--- src/design/cycle_timing_pkg.sv ---
// constants for the machine-cycle sequencer
package cycle_timing_pkg;
    localparam int unsigned states_per_cycle = 4;
    localparam logic [2:0] stretch_reset = 3'h1;
    localparam int unsigned stretch_field_lsb = 0;
    localparam int unsigned idle_bit_pos = 0;
    localparam logic [15:0] pc_reset = 16'h0000;
    localparam logic [7:0] sp_reset = 8'h07;
    localparam int unsigned reset_hold_cycles = 2;
    localparam int unsigned wdt_reset_delay_clocks = 512;
    localparam logic [9:0] wdt_delay_last = 10'h1ff;
    localparam logic [4:0] strobe_clocks_zero = 5'h02;
    localparam logic [4:0] strobe_clocks_per_unit = 5'h04;
    localparam logic [7:0] opcode_ljmp = 8'h02;
    localparam logic [7:0] opcode_lcall = 8'h12;
    localparam logic [7:0] opcode_external_data_move_rd = 8'he0;
    localparam logic [7:0] opcode_external_data_move_wr = 8'hf0;
    typedef enum logic [1:0] {
        cycle_state_one = 2'b00,
        cycle_state_two = 2'b01,
        cycle_state_three = 2'b10,
        cycle_state_four = 2'b11
    } cycle_state_t;
    typedef enum logic [1:0] {
        seq_fetch = 2'b00,
        seq_exec = 2'b01,
        seq_xdata = 2'b10,
        seq_idle = 2'b11
    } seq_mode_t;
endpackage

--- src/design/cycle_ctl_if.sv ---
// signals between the sequencer and its helpers
`timescale 1ns/10ps
`default_nettype none
interface cycle_ctl_if;
    logic [1:0] phase;
    logic cycle_end;
    logic hold;
    logic [7:0] opcode;
    logic [2:0] total_cycles;
    logic is_jump;
    logic is_external_data_move;
    logic external_data_move_write;
    modport seq (input phase, input cycle_end, output hold, output opcode, input total_cycles, input is_jump,
        input is_external_data_move, input external_data_move_write);
    modport phs (output phase, output cycle_end, input hold);
    modport dec (input opcode, output total_cycles, output is_jump, output is_external_data_move, output external_data_move_write);
endinterface
`default_nettype wire

--- src/design/cycle_phase_gen.sv ---
// four-state machine cycle phase counter
`timescale 1ns/10ps
`default_nettype none
module cycle_phase_gen (
    input wire logic mclk,
    input wire logic rst_b,
    cycle_ctl_if.phs ctl
);
    cycle_timing_pkg::cycle_state_t phase_r;
    cycle_timing_pkg::cycle_state_t phase_nxt;

    always_comb
    begin
        phase_nxt = phase_r;
        if (!ctl.hold)
        begin
            case (phase_r)
                cycle_timing_pkg::cycle_state_one: phase_nxt = cycle_timing_pkg::cycle_state_two;
                cycle_timing_pkg::cycle_state_two: phase_nxt = cycle_timing_pkg::cycle_state_three;
                cycle_timing_pkg::cycle_state_three: phase_nxt = cycle_timing_pkg::cycle_state_four;
                cycle_timing_pkg::cycle_state_four: phase_nxt = cycle_timing_pkg::cycle_state_one;
                default: phase_nxt = cycle_timing_pkg::cycle_state_one;
            endcase
        end
    end

    always_ff @(posedge mclk or negedge rst_b)
    begin
        if (!rst_b)
            phase_r <= cycle_timing_pkg::cycle_state_one;
        else
            phase_r <= phase_nxt;
    end

    assign ctl.phase = phase_r;
    assign ctl.cycle_end = (phase_r == cycle_timing_pkg::cycle_state_four) && !ctl.hold;
endmodule
`default_nettype wire

--- src/design/cycle_length_decode.sv ---
// opcode to machine-cycle count decoder
`timescale 1ns/10ps
`default_nettype none
module cycle_length_decode (
    cycle_ctl_if.dec ctl
);
    logic [2:0] base;
    logic jump;

    always_comb
    begin
        jump = (ctl.opcode == cycle_timing_pkg::opcode_ljmp) || (ctl.opcode == cycle_timing_pkg::opcode_lcall)
            || (ctl.opcode[4:0] == 5'h01) || (ctl.opcode[4:0] == 5'h11);
        if (!ctl.opcode[7])
            base = 3'h1;
        else if (ctl.opcode[6:5] == 2'h3)
            base = 3'h2;
        else
            base = {1'b0, ctl.opcode[1:0]} + 3'h1;
        if (jump && base < 3'h5)
            base = base + 3'h1;
        ctl.total_cycles = base;
        ctl.is_jump = jump;
        ctl.is_external_data_move = (ctl.opcode == cycle_timing_pkg::opcode_external_data_move_rd)
            || (ctl.opcode == cycle_timing_pkg::opcode_external_data_move_wr);
        ctl.external_data_move_write = (ctl.opcode == cycle_timing_pkg::opcode_external_data_move_wr);
    end
endmodule
`default_nettype wire

--- src/design/cpu_cycle_timing_stretch_idle.sv ---
// machine-cycle sequencer with stretched data moves and idle mode
`timescale 1ns/10ps
`default_nettype none
module cpu_cycle_timing_stretch_idle #(
    parameter int unsigned wdt_delay = cycle_timing_pkg::wdt_reset_delay_clocks
) (
    input wire logic mclk,
    input wire logic rst_b,
    input wire logic rst_pin,
    input wire logic [7:0] code_byte,
    input wire logic stretch_wr,
    input wire logic [2:0] stretch_wdata,
    input wire logic idle_wr,
    input wire logic idle_wdata,
    input wire logic irq_pending,
    input wire logic wdt_timeout,
    input wire logic wdt_clear,
    input wire logic wdt_reset_en,
    input wire logic [15:0] xdata_addr_in,
    input wire logic [7:0] port_in,
    output logic [15:0] code_addr,
    output logic fetch_strobe,
    output logic ale,
    output logic program_store_strobe_n,
    output logic [15:0] xdata_addr,
    output logic rd_n,
    output logic wr_n,
    output logic [7:0] port_out,
    output logic [1:0] cycle_state,
    output logic core_clk_en,
    output logic idle_active,
    output logic [2:0] data_access_stretch_sel,
    output logic internal_reset,
    output logic irq_ack,
    output logic instr_done
);
    cycle_ctl_if ctl ();

    cycle_phase_gen u_phase (
        .mclk(mclk),
        .rst_b(rst_b),
        .ctl(ctl)
    );

    cycle_length_decode u_dec (
        .ctl(ctl)
    );

    cycle_timing_pkg::seq_mode_t mode_r;
    cycle_timing_pkg::seq_mode_t mode_nxt;
    logic [2:0] stretch_r;
    logic [2:0] stretch_nxt;
    logic idle_bit_r;
    logic idle_bit_nxt;
    logic [15:0] pc_r;
    logic [15:0] pc_nxt;
    logic [7:0] opcode_r;
    logic [7:0] opcode_nxt;
    logic [2:0] cyc_left_r;
    logic [2:0] cyc_left_nxt;
    logic [4:0] strobe_cnt_r;
    logic [4:0] strobe_cnt_nxt;
    logic xwrite_r;
    logic xwrite_nxt;
    logic rd_n_r;
    logic rd_n_nxt;
    logic wr_n_r;
    logic wr_n_nxt;
    logic [15:0] xaddr_r;
    logic [15:0] xaddr_nxt;
    logic [7:0] port_r;
    logic [7:0] port_nxt;
    logic [1:0] rst_seen_r;
    logic [1:0] rst_seen_nxt;
    logic [1:0] rst_hold_r;
    logic [1:0] rst_hold_nxt;
    logic wdt_arm_r;
    logic wdt_arm_nxt;
    logic [9:0] wdt_cnt_r;
    logic [9:0] wdt_cnt_nxt;
    logic irq_ack_r;
    logic irq_ack_nxt;
    logic done_r;
    logic done_nxt;
    logic fetch_r;
    logic fetch_nxt;

    logic core_rst;
    logic wdt_fire;
    logic [9:0] wdt_last;

    assign wdt_last = 10'(wdt_delay - 1);
    assign wdt_fire = wdt_arm_r && wdt_reset_en && (wdt_cnt_r == wdt_last);
    assign core_rst = (rst_hold_r != 2'h0) || wdt_fire;

    // reset sampling, watchdog delay, hold counter
    always_comb
    begin
        rst_seen_nxt = rst_seen_r;
        rst_hold_nxt = rst_hold_r;
        wdt_arm_nxt = wdt_arm_r;
        wdt_cnt_nxt = wdt_cnt_r;
        if (ctl.phase == cycle_timing_pkg::cycle_state_four || ctl.hold)
        begin
            rst_seen_nxt = {rst_seen_r[0], rst_pin};
            if (rst_seen_r[0] && rst_pin)
                rst_hold_nxt = 2'(cycle_timing_pkg::reset_hold_cycles);
            else if (rst_hold_r != 2'h0)
                rst_hold_nxt = rst_hold_r - 2'h1;
        end
        if (wdt_fire)
            rst_hold_nxt = 2'(cycle_timing_pkg::reset_hold_cycles);
        if (wdt_fire)
        begin
            wdt_arm_nxt = 1'b0;
            wdt_cnt_nxt = 10'h000;
        end
        else if (wdt_timeout && !wdt_arm_r)
        begin
            wdt_arm_nxt = 1'b1;
            wdt_cnt_nxt = 10'h000;
        end
        else if (wdt_clear)
        begin
            wdt_arm_nxt = 1'b0;
            wdt_cnt_nxt = 10'h000;
        end
        else if (wdt_arm_r)
            wdt_cnt_nxt = wdt_cnt_r + 10'h001;
    end

    always_ff @(posedge mclk or negedge rst_b)
    begin
        if (!rst_b)
        begin
            rst_seen_r <= 2'h0;
            rst_hold_r <= 2'h0;
            wdt_arm_r <= 1'b0;
            wdt_cnt_r <= 10'h000;
        end
        else
        begin
            rst_seen_r <= rst_seen_nxt;
            rst_hold_r <= rst_hold_nxt;
            wdt_arm_r <= wdt_arm_nxt;
            wdt_cnt_r <= wdt_cnt_nxt;
        end
    end

    // core sequencer
    always_comb
    begin
        mode_nxt = mode_r;
        stretch_nxt = stretch_r;
        idle_bit_nxt = idle_bit_r;
        pc_nxt = pc_r;
        opcode_nxt = opcode_r;
        cyc_left_nxt = cyc_left_r;
        strobe_cnt_nxt = strobe_cnt_r;
        xwrite_nxt = xwrite_r;
        rd_n_nxt = 1'b1;
        wr_n_nxt = 1'b1;
        xaddr_nxt = xaddr_r;
        port_nxt = port_r;
        irq_ack_nxt = 1'b0;
        done_nxt = 1'b0;
        fetch_nxt = 1'b0;
        if (stretch_wr && mode_r != cycle_timing_pkg::seq_idle)
            stretch_nxt = stretch_wdata;
        if (idle_wr && idle_wdata && mode_r != cycle_timing_pkg::seq_idle)
            idle_bit_nxt = 1'b1;
        if (mode_r != cycle_timing_pkg::seq_idle)
            port_nxt = port_in;
        case (mode_r)
            cycle_timing_pkg::seq_fetch:
            begin
                if (ctl.cycle_end)
                begin
                    fetch_nxt = 1'b1;
                    opcode_nxt = code_byte;
                    pc_nxt = pc_r + 16'h0001;
                    if (ctl.is_external_data_move)
                    begin
                        mode_nxt = cycle_timing_pkg::seq_xdata;
                        xaddr_nxt = xdata_addr_in;
                        xwrite_nxt = ctl.external_data_move_write;
                        cyc_left_nxt = stretch_r;
                        strobe_cnt_nxt = (stretch_r == 3'h0) ? cycle_timing_pkg::strobe_clocks_zero
                            : 5'(stretch_r * cycle_timing_pkg::strobe_clocks_per_unit);
                    end
                    else if (ctl.total_cycles == 3'h1)
                    begin
                        done_nxt = 1'b1;
                        if (idle_bit_r || (idle_wr && idle_wdata))
                            mode_nxt = cycle_timing_pkg::seq_idle;
                    end
                    else
                    begin
                        mode_nxt = cycle_timing_pkg::seq_exec;
                        cyc_left_nxt = ctl.total_cycles - 3'h2;
                    end
                end
            end
            cycle_timing_pkg::seq_exec:
            begin
                if (ctl.cycle_end)
                begin
                    pc_nxt = ctl.is_jump ? pc_r : pc_r + 16'h0001;
                    fetch_nxt = !ctl.is_jump || cyc_left_r != 3'h0;
                    if (cyc_left_r == 3'h0)
                    begin
                        done_nxt = 1'b1;
                        mode_nxt = idle_bit_r ? cycle_timing_pkg::seq_idle : cycle_timing_pkg::seq_fetch;
                    end
                    else
                        cyc_left_nxt = cyc_left_r - 3'h1;
                end
            end
            cycle_timing_pkg::seq_xdata:
            begin
                if (strobe_cnt_r != 5'h00 && (ctl.phase[1] || cyc_left_r != 3'h0 || stretch_r != 3'h0))
                begin
                    rd_n_nxt = xwrite_r;
                    wr_n_nxt = !xwrite_r;
                    strobe_cnt_nxt = strobe_cnt_r - 5'h01;
                end
                if (ctl.cycle_end)
                begin
                    if (cyc_left_r == 3'h0)
                    begin
                        done_nxt = 1'b1;
                        mode_nxt = idle_bit_r ? cycle_timing_pkg::seq_idle : cycle_timing_pkg::seq_fetch;
                    end
                    else
                        cyc_left_nxt = cyc_left_r - 3'h1;
                end
            end
            cycle_timing_pkg::seq_idle:
            begin
                if (irq_pending)
                begin
                    idle_bit_nxt = 1'b0;
                    irq_ack_nxt = 1'b1;
                    mode_nxt = cycle_timing_pkg::seq_fetch;
                end
            end
            default: mode_nxt = cycle_timing_pkg::seq_fetch;
        endcase
    end

    always_ff @(posedge mclk or negedge rst_b)
    begin
        if (!rst_b)
        begin
            mode_r <= cycle_timing_pkg::seq_fetch;
            stretch_r <= cycle_timing_pkg::stretch_reset;
            idle_bit_r <= 1'b0;
            pc_r <= cycle_timing_pkg::pc_reset;
            opcode_r <= 8'h00;
            cyc_left_r <= 3'h0;
            strobe_cnt_r <= 5'h00;
            xwrite_r <= 1'b0;
            rd_n_r <= 1'b1;
            wr_n_r <= 1'b1;
            xaddr_r <= 16'h0000;
            port_r <= 8'hff;
            irq_ack_r <= 1'b0;
            done_r <= 1'b0;
            fetch_r <= 1'b0;
        end
        else if (core_rst)
        begin
            mode_r <= cycle_timing_pkg::seq_fetch;
            stretch_r <= cycle_timing_pkg::stretch_reset;
            idle_bit_r <= 1'b0;
            pc_r <= cycle_timing_pkg::pc_reset;
            opcode_r <= 8'h00;
            cyc_left_r <= 3'h0;
            strobe_cnt_r <= 5'h00;
            xwrite_r <= 1'b0;
            rd_n_r <= 1'b1;
            wr_n_r <= 1'b1;
            xaddr_r <= 16'h0000;
            port_r <= 8'hff;
            irq_ack_r <= 1'b0;
            done_r <= 1'b0;
            fetch_r <= 1'b0;
        end
        else
        begin
            mode_r <= mode_nxt;
            stretch_r <= stretch_nxt;
            idle_bit_r <= idle_bit_nxt;
            pc_r <= pc_nxt;
            opcode_r <= opcode_nxt;
            cyc_left_r <= cyc_left_nxt;
            strobe_cnt_r <= strobe_cnt_nxt;
            xwrite_r <= xwrite_nxt;
            rd_n_r <= rd_n_nxt;
            wr_n_r <= wr_n_nxt;
            xaddr_r <= xaddr_nxt;
            port_r <= port_nxt;
            irq_ack_r <= irq_ack_nxt;
            done_r <= done_nxt;
            fetch_r <= fetch_nxt;
        end
    end

    // phases stop while idle; they keep running in reset so the hold count can expire
    assign ctl.hold = (mode_r == cycle_timing_pkg::seq_idle);
    assign ctl.opcode = (mode_r == cycle_timing_pkg::seq_fetch) ? code_byte : opcode_r;

    assign code_addr = pc_r;
    assign fetch_strobe = fetch_r;
    assign ale = (mode_r == cycle_timing_pkg::seq_idle) || (ctl.phase == cycle_timing_pkg::cycle_state_one);
    assign program_store_strobe_n = (mode_r == cycle_timing_pkg::seq_idle)
        || (mode_r == cycle_timing_pkg::seq_xdata) || !ctl.phase[1];
    assign xdata_addr = xaddr_r;
    assign rd_n = rd_n_r;
    assign wr_n = wr_n_r;
    assign port_out = port_r;
    assign cycle_state = ctl.phase;
    assign core_clk_en = (mode_r != cycle_timing_pkg::seq_idle);
    assign idle_active = idle_bit_r;
    assign data_access_stretch_sel = stretch_r;
    assign internal_reset = core_rst;
    assign irq_ack = irq_ack_r;
    assign instr_done = done_r;
endmodule
`default_nettype wire

--- config.mk ---
export PLATFORM = sky130hd
export DESIGN_NAME = cpu_cycle_timing_stretch_idle
export DESIGN_NICKNAME = d
export VERILOG_FILES = /design/src/design/cycle_timing_pkg.sv /design/src/design/cycle_ctl_if.sv /design/src/design/cycle_phase_gen.sv /design/src/design/cycle_length_decode.sv /design/src/design/cpu_cycle_timing_stretch_idle.sv
export SDC_FILE = /design/constraint.sdc
export NUM_CORES = 1
export LEC_CHECK = 0
export BUFFER_PORTS_ARGS = -buffer_cell sky130_fd_sc_hd__buf_4
export CORE_MARGIN = 2
export CORE_UTILIZATION = 51
export CTS_BUF_LIST = sky130_fd_sc_hd__clkbuf_8
export CTS_CLUSTER_SIZE = 20
export DETAILED_ROUTE_END_ITERATION = 16
export HOLD_SLACK_MARGIN = 0.15
export PLACE_DENSITY = 0.79
export SYNTH_ARGS = -nofsm -noshare
export SYNTH_HDL_FRONTEND = slang
export SYNTH_SLANG_ARGS = --single-unit
--- constraint.sdc ---
create_clock -name mclk -period 2.9 [get_ports mclk]
set_input_delay 0.87 -clock mclk [delete_from_list [all_inputs] [get_ports mclk]]
set_output_delay 0.87 -clock mclk [all_outputs]
set_load 0.1 [all_outputs]
==> impl_results.md <==
* Placement Cell Area at 5590 um^2
* H-tree depth at 3
* Drt wl/cell at 15.3 um
* CTS tree: built
* Global Route Usage Sum at 0.230
* Flops & latches, synth at a little over 80
* Area of the multi-input gates at 2330 um^2
* Share of cells above drive strength 1 at 0.334
* MaxCap Viol Count at 0
* Layout area overhead at 30.5%
* Req. time, crit path at between 3 and 4 ns
* Post-synthesis adder-cell area fraction at 0.0446
* Syn_nets at 534
* Root buf cell: clkbuf_8
* Most common cell after layout, fill and taps aside: buf_4
* Area contributors post-synth: dfrtp_1 40%, nand2_1 6.9%, dfstp_2 6.4%
* Compound-Gate Fraction of Synth Area at 0.133
* Status: complete, no violations
* Fmax at 0.347 GHz
* Final Core Density at 0.678
* Crit Path Max Fanout at 4
* Initial antenna violation count at 0
* Leakage power at 0.00262 uW
* RePlAce Congestion at between 0.9 and 1
* Register area share after synthesis at 0.466
* Vias per Instance at 5.45
* Syn avg cell area at between 9 and 10 um^2
* Async SR Flop Fraction at 1.00
* Vias in the first global route at 3,950
* Ys Warns at 0
* Largest net degree at the start of global routing at between 40 and 50
* Post-synthesis cell type count at 64
* Largest family of logic cells by synthesized area: simple AND/OR/NAND/NOR gates
* DRT Pass-1 Iters at 4
* Clock skew at 0.0148 ns
* Post-synthesis mux area share at 0.0538
* Slew headroom at 0.612
* Area leader, netlist: dfrtp_1
* Mapped Area at 4490 um^2
* Worst slew pin tran at 0.582 ns
* P per Cell Area at between 1000 and 1500 nW/um^2
* Dpl ws at -0.271 ns
* XOR/XNOR share of the synthesized area at 0.0410
* Crit path time final at 2.88 ns
* Port Buffers at 99
* Ys flop type: dfrtp_1
* Overflow after GRT at 0
* Antenna Nets Post-Route at 0
* Register area at 2090 um^2
* Row Count at 34
* Layout net count at 660
* Drt total wl at 10,900 um
* Commonest cells after routing, fill and taps aside: 133 x buf_4, 82 x nand2_1, 72 x dfrtp_1, 43 x nor2_1, 29 x o21ai_0
* Area share of the largest cell type after synthesis at 0.401
* Kind of critical path: flip-flop to flip-flop
* Hold Vio Cnt, Final at 0
* Core ar. at 8640 um^2
* IO Count at 100
* Fin crit share at 0.994
* CP Launch Type: flip-flop
* DRC at 0
* IR drop worst, VDD at 0.676 mV
* Die footprint at 9570 um^2
* Synth Area in Simple Gates at 0.224
* Antenna diodes at 0
* CTS buffer count at 9
* Via count at 3,881
* HP Class: flip-flop to flip-flop
* R2R depth at 13
* DR iter-0 viols at 138
* Initial Utilization at 0.520
* Clk pin slew, worst setup/hold paths at 0.09 ns
* First-pass GRT wire length at 18,200 um
* RSZ-0062 raised after global routing: true
* HPWL after detailed placement at approximately 8100 um
* Final setup vio count at 0
* Clk buf depth at 2
* Die Span Y at 97.8 um
* Post-Syn Instances at 473
* Final worst slack at 0.0160 ns
* Worst Setup End Kind: flip-flop
* CTS sink count at 83
* Crit path DAT at between 3 and 4 ns
* Filler cell count at 675
* Die span in x at 97.8 um
* WHS Path Cells at 1
* Final Cell Area at 5860 um^2
* Final Slew Violations at 0
* Post-synth EDFFs at 0
* Worst-skew pair later-pin latency at 0.36 ns
## stage by stage
| stage | cells | setup TNS [ns] | total power (uW) | hold slack (ns) |
|---|---|---|---|---|
| floorplan | 473 | -0.133 | 4160 | 0.385 |
| global placement | 691 | -0.735 | 4920 | 0.398 |
| detailed placement | 691 | -1.09 | 5010 | 0.406 |
| CTS | 711 | -0.00796 | 5890 | 0.426 |
| global route | 712 | -0.326 | 6230 | 0.440 |
| finish | 712 | 0 | 5910 | 0.419 |
## worst paths after layout
kind / end / startpoint / slack, ns
setup / recovery: mode_r[1]$_DFFE_PN0P_ / mode_r[1]$_DFFE_PN0P_ / 0.02
hold / removal: wr_n$_DFF_PN1_ / xwrite_r$_DFFE_PN0P_ / 0.42
setup reg to reg: mode_r[1]$_DFFE_PN0P_ / mode_r[1]$_DFFE_PN0P_ / 0.02
hold reg to reg: wr_n$_DFF_PN1_ / xwrite_r$_DFFE_PN0P_ / 0.42
max in group asynchronous: rd_n$_DFF_PN1_ / rst_b / 1.76
min in group asynchronous: opcode_r[0]$_DFFE_PN0P_ / rst_b / 0.51
## Yosys cell counts (3+ instances only)
cell type  number
nand2_1        83
dfrtp_1        72
nor2_1         44
o21ai_0        29
a21oi_1        20
inv_1          18
ha_1           16
mux2i_1        14
nand3_1        14
xnor2_1        14
nor3_1         12
clkbuf_1       11
dfstp_2        11
or3_1           7
xor2_1          7
nand2b_1        6
nand4_1         6
buf_1           5
nor4b_1         5
and3_1          4
mux2_2          4
nor2b_1         4
nor4_1          4
o31ai_1         4
a211oi_1        3
a31oi_1         3
buf_2           3
mux2i_2         3
nand3b_1        3
o211ai_1        3
## final cells by class
cell class	instances	area share
Clock buffer	10	0.0235
Clock inverter	6	0.00812
Inverter	19	0.0122
Multi-Input combinational cell	350	0.399
Sequential cell	83	0.357
Tap cell	108	0.0231
Timing Repair Buffer	136	0.178
## worst max-delay path, cell delays in order, from the launching register on
cell      delay [ns]
dfrtp_1         0.39
inv_2           0.08
ha_4            0.18
mux2_4          0.33
ha_4            0.27
inv_2           0.04
a31oi_4         0.19
ha_4            0.24
nor2_4          0.10
mux2i_4         0.08
buf_4           0.15
or4b_1          0.51
a21oi_1         0.16
a211oi_1        0.05
## cell families (layout without fill, tap and decap cells)
logic type               Yosys count  count (layout)
AO/OA/AOI/OAI                     85              85
AND/OR/NAND/NOR                  206             206
multiplexers                      22              22
flip-flops                        83              83
XOR/XNOR                          21              21
adder cells (fa/ha/maj)           16              16
buffers and inverters             40             171
## sequential cells by signal, indices dropped and copies added, names as in the netlist
name / count
idle_active: 1
rst_hold_r: 2
xwrite_r: 1
xdata_addr: 16
irq_ack: 1
cyc_left_r: 3
wdt_arm_r: 1
strobe_cnt_r: 5
rst_seen_r: 1
data_access_stretch_sel: 3
rd_n: 1
u_phase.ctl.phase: 2
wr_n: 1
code_addr: 16
wdt_cnt_r: 10
port_out: 8
instr_done: 1
fetch_strobe: 1
mode_r: 2
opcode_r: 7
## power breakdown
part           internal [uW]  switching, uW  total [uW]
Clock                    342            445         787
Combinational           1130           2450        3580
Sequential              1380            159        1540
Total                   2850           3060        5910
## per-layer routing
layer | vias up | global-route usage | wire length [um]
li1 | 1891 | - | -
met5 | - | 0 | 0
met2 | 110 | 0.411 | 5580
met3 | 13 | 0.0458 | 581
met1 | 1867 | 0.282 | 4570
met4 | 0 | 0.0641 | 136
## what timing repair did
action	CTS	global route
cloned	0	0
resized for setup	7	5
endpoints found under the hold margin	0	0
setup buffers	4	1
hold buffers	0	0
pin swaps	7	8
endpoints found under the setup margin	3	10
No activity file was read; power rests on OpenSTA's default activity.
